===== config.mk =====
export PLATFORM = sky130hd
export DESIGN_NAME = tcp_regs
export DESIGN_NICKNAME = d
export VERILOG_FILES = /design/src/design/tcp_pkg.sv /design/src/design/tcp_zone_cmp.sv /design/src/design/tcp_regs.sv
export SDC_FILE = /design/constraint.sdc
export NUM_CORES = 1
export LEC_CHECK = 0
export BUFFER_PORTS_ARGS = -buffer_cell sky130_fd_sc_hd__buf_2
export CAP_MARGIN = 20
export CORE_UTILIZATION = 50
export DETAILED_ROUTE_END_ITERATION = 7
export PLACE_DENSITY = 0.82
export SYNTH_ARGS = -nofsm -noshare
export SYNTH_HDL_FRONTEND = slang
export SYNTH_SLANG_ARGS = --single-unit

===== constraint.sdc =====
create_clock -name clock -period 5.65 [get_ports clock]
set_clock_uncertainty 0.1 [all_clocks]
set_input_delay 0.565 -clock clock [delete_from_list [all_inputs] [get_ports clock]]
set_output_delay 0.565 -clock clock [all_outputs]
set_load 0.03 [all_outputs]

===== src/design/tcp_pkg.sv =====
`default_nettype none

package tcp_pkg;

  // ****************************************************************
  // Register map.
  // ****************************************************************
  localparam logic [7:0] ADDR_ADJUST = 8'h61;  // Thermal charge adjust.
  localparam logic [7:0] ADDR_COLD   = 8'h62;  // Cold threshold.
  localparam logic [7:0] ADDR_COOL   = 8'h63;  // Cool threshold.
  localparam logic [7:0] ADDR_WARM   = 8'h64;  // Warm threshold.
  localparam logic [7:0] ADDR_HOT    = 8'h65;  // Hot threshold.
  localparam logic [7:0] ADDR_PART   = 8'h6F;  // Part identifier.

  // ****************************************************************
  // Reset values and fixed codes.
  // ****************************************************************
  localparam logic [7:0] RST_ADJUST = 8'h34;  // Reduction 3, scale 4.
  localparam logic [7:0] RST_COLD   = 8'h7C;  // Cold threshold reset.
  localparam logic [7:0] RST_COOL   = 8'h6D;  // Cool threshold reset.
  localparam logic [7:0] RST_WARM   = 8'h38;  // Warm threshold reset.
  localparam logic [7:0] RST_HOT    = 8'h27;  // Hot threshold reset.
  localparam logic [7:0] PART_CODE  = 8'hA5;  // Arbitrary value.

  // ****************************************************************
  // Field positions and scaling.
  // ****************************************************************
  localparam int VRED_LSB = 4;  // Warm voltage reduction field, bits 6..4.
  localparam int ISCL_LSB = 0;  // Thermal current scale field, bits 2..0.
  localparam logic [8:0] VRED_STEP_MV = 9'h032;  // 50 mV per code step.

  // Thermal zone; a higher sense voltage means a colder battery.
  typedef enum logic [2:0] {
    TCP_ZONE_COLD   = 3'b000,
    TCP_ZONE_COOL   = 3'b001,
    TCP_ZONE_NORMAL = 3'b010,
    TCP_ZONE_WARM   = 3'b011,
    TCP_ZONE_HOT    = 3'b100
  } tcp_zone_t;

  // Register access request from the serial bus engine.
  typedef struct packed {
    logic       wr;     // Write strobe, one cycle.
    logic       rd;     // Read strobe, one cycle.
    logic [7:0] addr;   // Register address.
    logic [7:0] wdata;  // Write data.
  } tcp_req_t;

  // Charge adjustments handed to the charger loops.
  typedef struct packed {
    tcp_zone_t  zone;         // Present thermal zone.
    logic [8:0] vreg_cut_mv;  // Regulation reduction in millivolts.
    logic [3:0] fast_charge_current_eighths; // Fast charge current in eighths, 8 is full.
    logic       charge_stop;  // Charging suspended in cold or hot.
  } tcp_adj_t;

endpackage

`default_nettype wire


===== src/design/tcp_zone_cmp.sv =====
`timescale 1ns/1ps
`default_nettype none

// ****************************************************************
// Zone classifier: compares the sense code against four thresholds.
// ****************************************************************
module tcp_zone_cmp (
  input  wire logic [7:0]         sense,  // Digitised thermistor voltage.
  input  wire logic [7:0]         cold,   // Cold threshold.
  input  wire logic [7:0]         cool,   // Cool threshold.
  input  wire logic [7:0]         warm,   // Warm threshold.
  input  wire logic [7:0]         hot,    // Hot threshold.
  output var  tcp_pkg::tcp_zone_t zone    // Classified zone.
);

  // The extremes are tested first so that misordered thresholds fail safe.
  always_comb
  begin
    if (sense >= cold)
      zone = tcp_pkg::TCP_ZONE_COLD;
    else if (sense <= hot)
      zone = tcp_pkg::TCP_ZONE_HOT;
    else if (sense >= cool)
      zone = tcp_pkg::TCP_ZONE_COOL;
    else if (sense <= warm)
      zone = tcp_pkg::TCP_ZONE_WARM;
    else
      zone = tcp_pkg::TCP_ZONE_NORMAL;
  end

endmodule
`default_nettype wire


===== src/design/tcp_regs.sv =====
`timescale 1ns/1ps
`default_nettype none

module tcp_regs (
  input  wire logic              clock,      // 250 MHz core clock.
  input  wire logic              rstn,       // Asynchronous reset, active low.
  input  wire tcp_pkg::tcp_req_t req,        // Register request, same clock.
  input  wire logic [7:0]        sense,      // Thermistor code, same clock.
  output var  logic [7:0]        rdata,      // Read data, registered.
  output var  logic              rvalid,     // Read data valid, one cycle.
  output var  tcp_pkg::tcp_adj_t adj         // Charge adjustments, registered.
);

  // ****************************************************************
  // Storage.
  // ****************************************************************
  logic [7:0] thermal_charge_adjust;  // Adjust register, all bits writable.
  logic [7:0] cold_threshold;         // Cold threshold code.
  logic [7:0] cool_threshold;         // Cool threshold code.
  logic [7:0] warm_threshold;         // Warm threshold code.
  logic [7:0] hot_threshold;          // Hot threshold code.

  // ****************************************************************
  // Decode.
  // ****************************************************************
  wire logic hit_adjust = req.addr == tcp_pkg::ADDR_ADJUST;  // Adjust selected.
  wire logic hit_cold   = req.addr == tcp_pkg::ADDR_COLD;    // Cold selected.
  wire logic hit_cool   = req.addr == tcp_pkg::ADDR_COOL;    // Cool selected.
  wire logic hit_warm   = req.addr == tcp_pkg::ADDR_WARM;    // Warm selected.
  wire logic hit_hot    = req.addr == tcp_pkg::ADDR_HOT;     // Hot selected.
  wire logic hit_part   = req.addr == tcp_pkg::ADDR_PART;    // Identifier.

  wire logic [2:0] warm_voltage_reduction =
    thermal_charge_adjust[tcp_pkg::VRED_LSB +: 3];  // Warm cut code.
  wire logic [2:0] thermal_current_scale =
    thermal_charge_adjust[tcp_pkg::ISCL_LSB +: 3];  // Current scale code.

  // Unmapped addresses read as zero; the identifier is a constant.
  wire logic [7:0] next_rdata =
    hit_adjust ? thermal_charge_adjust :
    hit_cold   ? cold_threshold :
    hit_cool   ? cool_threshold :
    hit_warm   ? warm_threshold :
    hit_hot    ? hot_threshold :
    hit_part   ? tcp_pkg::PART_CODE :
    8'h00;

  tcp_pkg::tcp_zone_t zone_now;  // Combinational zone.

  tcp_zone_cmp u_cmp (
    .sense (sense),
    .cold  (cold_threshold),
    .cool  (cool_threshold),
    .warm  (warm_threshold),
    .hot   (hot_threshold),
    .zone  (zone_now)
  );

  // Cut applies only in warm: code times 50 mV.
  wire logic [8:0] next_cut =
    (zone_now == tcp_pkg::TCP_ZONE_WARM) ?
    9'(warm_voltage_reduction * tcp_pkg::VRED_STEP_MV) : 9'h000;

  // Current is reduced in cool and warm; code n leaves 8 - n eighths.
  wire logic thermal_reduce =
    (zone_now == tcp_pkg::TCP_ZONE_COOL) || (zone_now == tcp_pkg::TCP_ZONE_WARM);
  wire logic [3:0] next_eighths =
    thermal_reduce ? (4'h8 - {1'b0, thermal_current_scale}) : 4'h8;

  wire logic next_stop =
    (zone_now == tcp_pkg::TCP_ZONE_COLD) || (zone_now == tcp_pkg::TCP_ZONE_HOT);

  // ****************************************************************
  // Register writes.
  // ****************************************************************
  // Writes to the identifier or unmapped addresses are dropped.
  always_ff @(posedge clock or negedge rstn)
  begin
    if (!rstn)
    begin
      // Power-on codes; both adjust fields come out of the one byte.
      thermal_charge_adjust <= tcp_pkg::RST_ADJUST;
      cold_threshold        <= tcp_pkg::RST_COLD;
      cool_threshold        <= tcp_pkg::RST_COOL;
      warm_threshold        <= tcp_pkg::RST_WARM;
      hot_threshold         <= tcp_pkg::RST_HOT;
    end
    else if (req.wr)
    begin
      // Reserved bits 7 and 3 are stored like the rest.
      if (hit_adjust) thermal_charge_adjust <= req.wdata;
      if (hit_cold)   cold_threshold        <= req.wdata;
      if (hit_cool)   cool_threshold        <= req.wdata;
      if (hit_warm)   warm_threshold        <= req.wdata;
      if (hit_hot)    hot_threshold         <= req.wdata;
    end
  end

  // ****************************************************************
  // Read port.
  // ****************************************************************
  // Read data arrives one cycle after the strobe and then holds.
  always_ff @(posedge clock or negedge rstn)
  begin
    if (!rstn)
    begin
      rdata  <= 8'h00;
      rvalid <= 1'b0;
    end
    else
    begin
      // The valid pulse follows the strobe; data only moves on a read.
      rvalid <= req.rd;
      if (req.rd)
        rdata <= next_rdata;
    end
  end

  // ****************************************************************
  // Charge adjustment outputs.
  // ****************************************************************
  // Registered so the charger loops see a clean value; one cycle late.
  always_ff @(posedge clock or negedge rstn)
  begin
    if (!rstn)
    begin
      adj.zone         <= tcp_pkg::TCP_ZONE_NORMAL;
      adj.vreg_cut_mv  <= 9'h000;
      adj.fast_charge_current_eighths <= 4'h8;
      adj.charge_stop  <= 1'b0;
    end
    else
    begin
      // Updated every edge, so a threshold write shows one cycle later.
      adj.zone         <= zone_now;
      adj.vreg_cut_mv  <= next_cut;
      adj.fast_charge_current_eighths <= next_eighths;
      adj.charge_stop  <= next_stop;
    end
  end
endmodule
`default_nettype wire


==> results.cfg <==
[outcome]
status = finished, final reports clean

[job]
cap_viol_max_count = 0

[setup_path]
required_ps = 5750
setup.worst_path.start = cool_threshold[3]
r2r.worst_path.cells = 7
r2r_slack_ps = 3170
setup.worst_path.class = reg -> reg
rr_startpoint = cool_threshold[3]
crit_end = adj[2]
crit_fanout = 5
end_kind = flip-flop
crit_path_start_kind = flip-flop
r2r-end = adj[2]
cp.arrival_ps = 2580

[final_layout]
n_fill_cell = 618
syn2layout_area_growth_pct = 13.9
multi_input_area_mm2 = 0.00187
seq_area_mm2 = 0.00163
diodes = 0
post-route-cell-area_mm2 = 0.00423
drive_gt1_share_pct = 33.9
nets = 465
fin_util_pct = 58.7

[detailed_routing]
drt-initial-drc-count = 209
dr.pass1.iters = 5
wl_per_cell_um = 17.9
drtAntennaViolNets = 0
detail_route.wirelength_um = 9000
num_vias = 2910
drc_errors = 0
via_per_inst = 5.79

[die]
coreArea_mm2 = 0.00721
fp.dieW_um = 88.2
ios = 54
die-area_mm2 = 0.00778
start_util_pct = 51.5
die_h_um = 88.2
rows = 31

[cts]
htree_levels = 3
clock_path_buffers = 2
cts_resized = 0
clock-root-buffer = clkbuf_8
clock_sinks = 64
cts_buffers = 9
holdBufCountCts = 0
post-cts-setup-buffer-count = 0
path_clk_slew_ps = 70
cts_tree = built
insertion_delay_ps = 350

[pwr]
comb_power_share_pct = 14.8
max-vdd-ir-drop_uv = 185
seq_power_share_pct = 48.7
p_sw_uw = 282
power_density_mw_per_mm2 = 240
pwr-share-clk_pct = 36.5
p_leak_uw = 0.00199
intPower_uw = 735
finalPower_uw = 1020
p_sw_share_pct = 27.7

[synth]
synthFlopType = dfrtp_1
synth_cell_types = 55
synth-edff-count = 0
synth_area_mm2 = 0.00372
synth_top_area_share_pct = 28.3
async_flop_share_pct = 100
synth.largest_area_cell = dfrtp_1
yosysSeqAreaShare_pct = 43.8
synth_common_cells = 42 x dfrtp_1, 42 x inv_1, 38 x ha_1
syn-mean-instance-area_um2 = 10.7
syn-instance-count = 348
synthTopCellsByArea = dfrtp_1 28%, dfstp_2 16%, ha_1 13%
synth.net_count = 414
yosys_warnings = 0
synth-seq-cells = 64

[sta]
worst_pin_slew_ps = 790
setup_tns_ps = 0
final_max_slew_viol_count = 0
rsz0062_at_grt = false
setup_viol_count_final = 0
max_freq_mhz = 404
min_period_ps = 2480
hold_violations = 0
hold_ws_ps = 279
finalCritPeriodShare_pct = 43.8
slew_headroom_pct = 47.3

[global_routing]
grt-ovfl-total = 0
grt_pass1_wl_um = 14000
globalRouteTotalUtil_pct = 24.6
antenna_found_initial = 0
grt_pass1_vias = 2850
grt_max_degree = 65

[min_path]
worst_hold_path_type = in -> async

[place]
placed_cell_area_mm2 = 0.00404
io_buffers = 52
place.gp.congestion = 0.857
hpwl_um = 6740
## metrics by stage
stage               setup WS (ps)  instances
global route                 2980        503
detailed placement           3030        487
finish                       3170        503
floorplan                    3450        348
global placement             3130        487
CTS                          3150        503
## power by group through the flow
stage	Sequential [uW]	Combinational (uW)	Clock [uW]
finish	495	150	371
CTS	495	150	376
global route	497	168	395
detailed placement	503	149	0
floorplan	501	93.8	0
global placement	502	143	0
## critical path: stages (launching register included)
cell and delay, ps:
dfstp_2 540, inv_1 50, ha_1 280, a211oi_1 240, o21a_1 180, o21ai_0 210
nor3_1 590, nor3b_1 150
## cell families after synthesis
logic type,count (synthesis),synth area share [%]
fa+ha+maj,38,12.8
mux,40,12.0
flops,64,43.8
simple gates,78,12.0
compound gates,71,13.2
xor+xnor,1,0.236
other cells,1,0.101
buf+inv,55,5.96
## layout make-up
cell class              instances  area share (%)
inverters                      42            3.73
well taps                      99            2.93
repair buffers                 53            6.33
clock inverters                 2           0.355
flip-flops and latches         64            38.5
multi-input cells             229            44.1
clock buffers                  14            4.08
## sequential cells by signal, summed over array words and instances, names as in the netlist
name                   count
thermal_charge_adjust      8
warm_threshold             8
rvalid                     1
rdata                      8
cool_threshold             8
hot_threshold              8
cold_threshold             8
adj                       15
## per-layer routing
layer,up-vias,wire [um],global-route usage (%),part of all wire (%)
met3,19,549,5.50,6.1
met2,122,4630,43.2,51
met5,-,0,0,0
met1,1418,3640,29.9,40
met4,0,180,8.50,2.0
li1,1351,-,-,-
## how the worst min path moves through the flow
stage | cells past startpoint | to | slack [ps]
2_1_floorplan | 0 | adj[0] | 170
3_3_place_gp | 1 | cool_threshold[7] | 390
3_5_place_dp | 1 | cool_threshold[7] | 400
4_1_cts | 2 | adj[11] | 300
5_1_grt | 2 | adj[11] | 330
6_report | 2 | adj[9] | 280
## layout by cell type, fill, tap and decap left out, types with 2 or more instances in the layout
cell type,count
clkinvlp_4,2
ha_1,38
a31oi_1,4
o221a_2,3
a21oi_1,16
o211ai_1,3
nor3b_1,2
clkbuf_1,2
nand4_1,5
nor2_1,13
and4_1,2
mux2_2,35
nor3_1,11
inv_1,42
nand3_1,2
buf_2,52
a211oi_1,2
o22ai_1,7
dfrtp_1,42
mux2i_1,5
dfstp_2,22
a221o_1,3
a22oi_1,2
nor2b_1,5
o32ai_1,4
nand3_2,2
o21ai_0,17
clkbuf_8,12
nand2_1,22
Power figures use the tool's default switching activity.
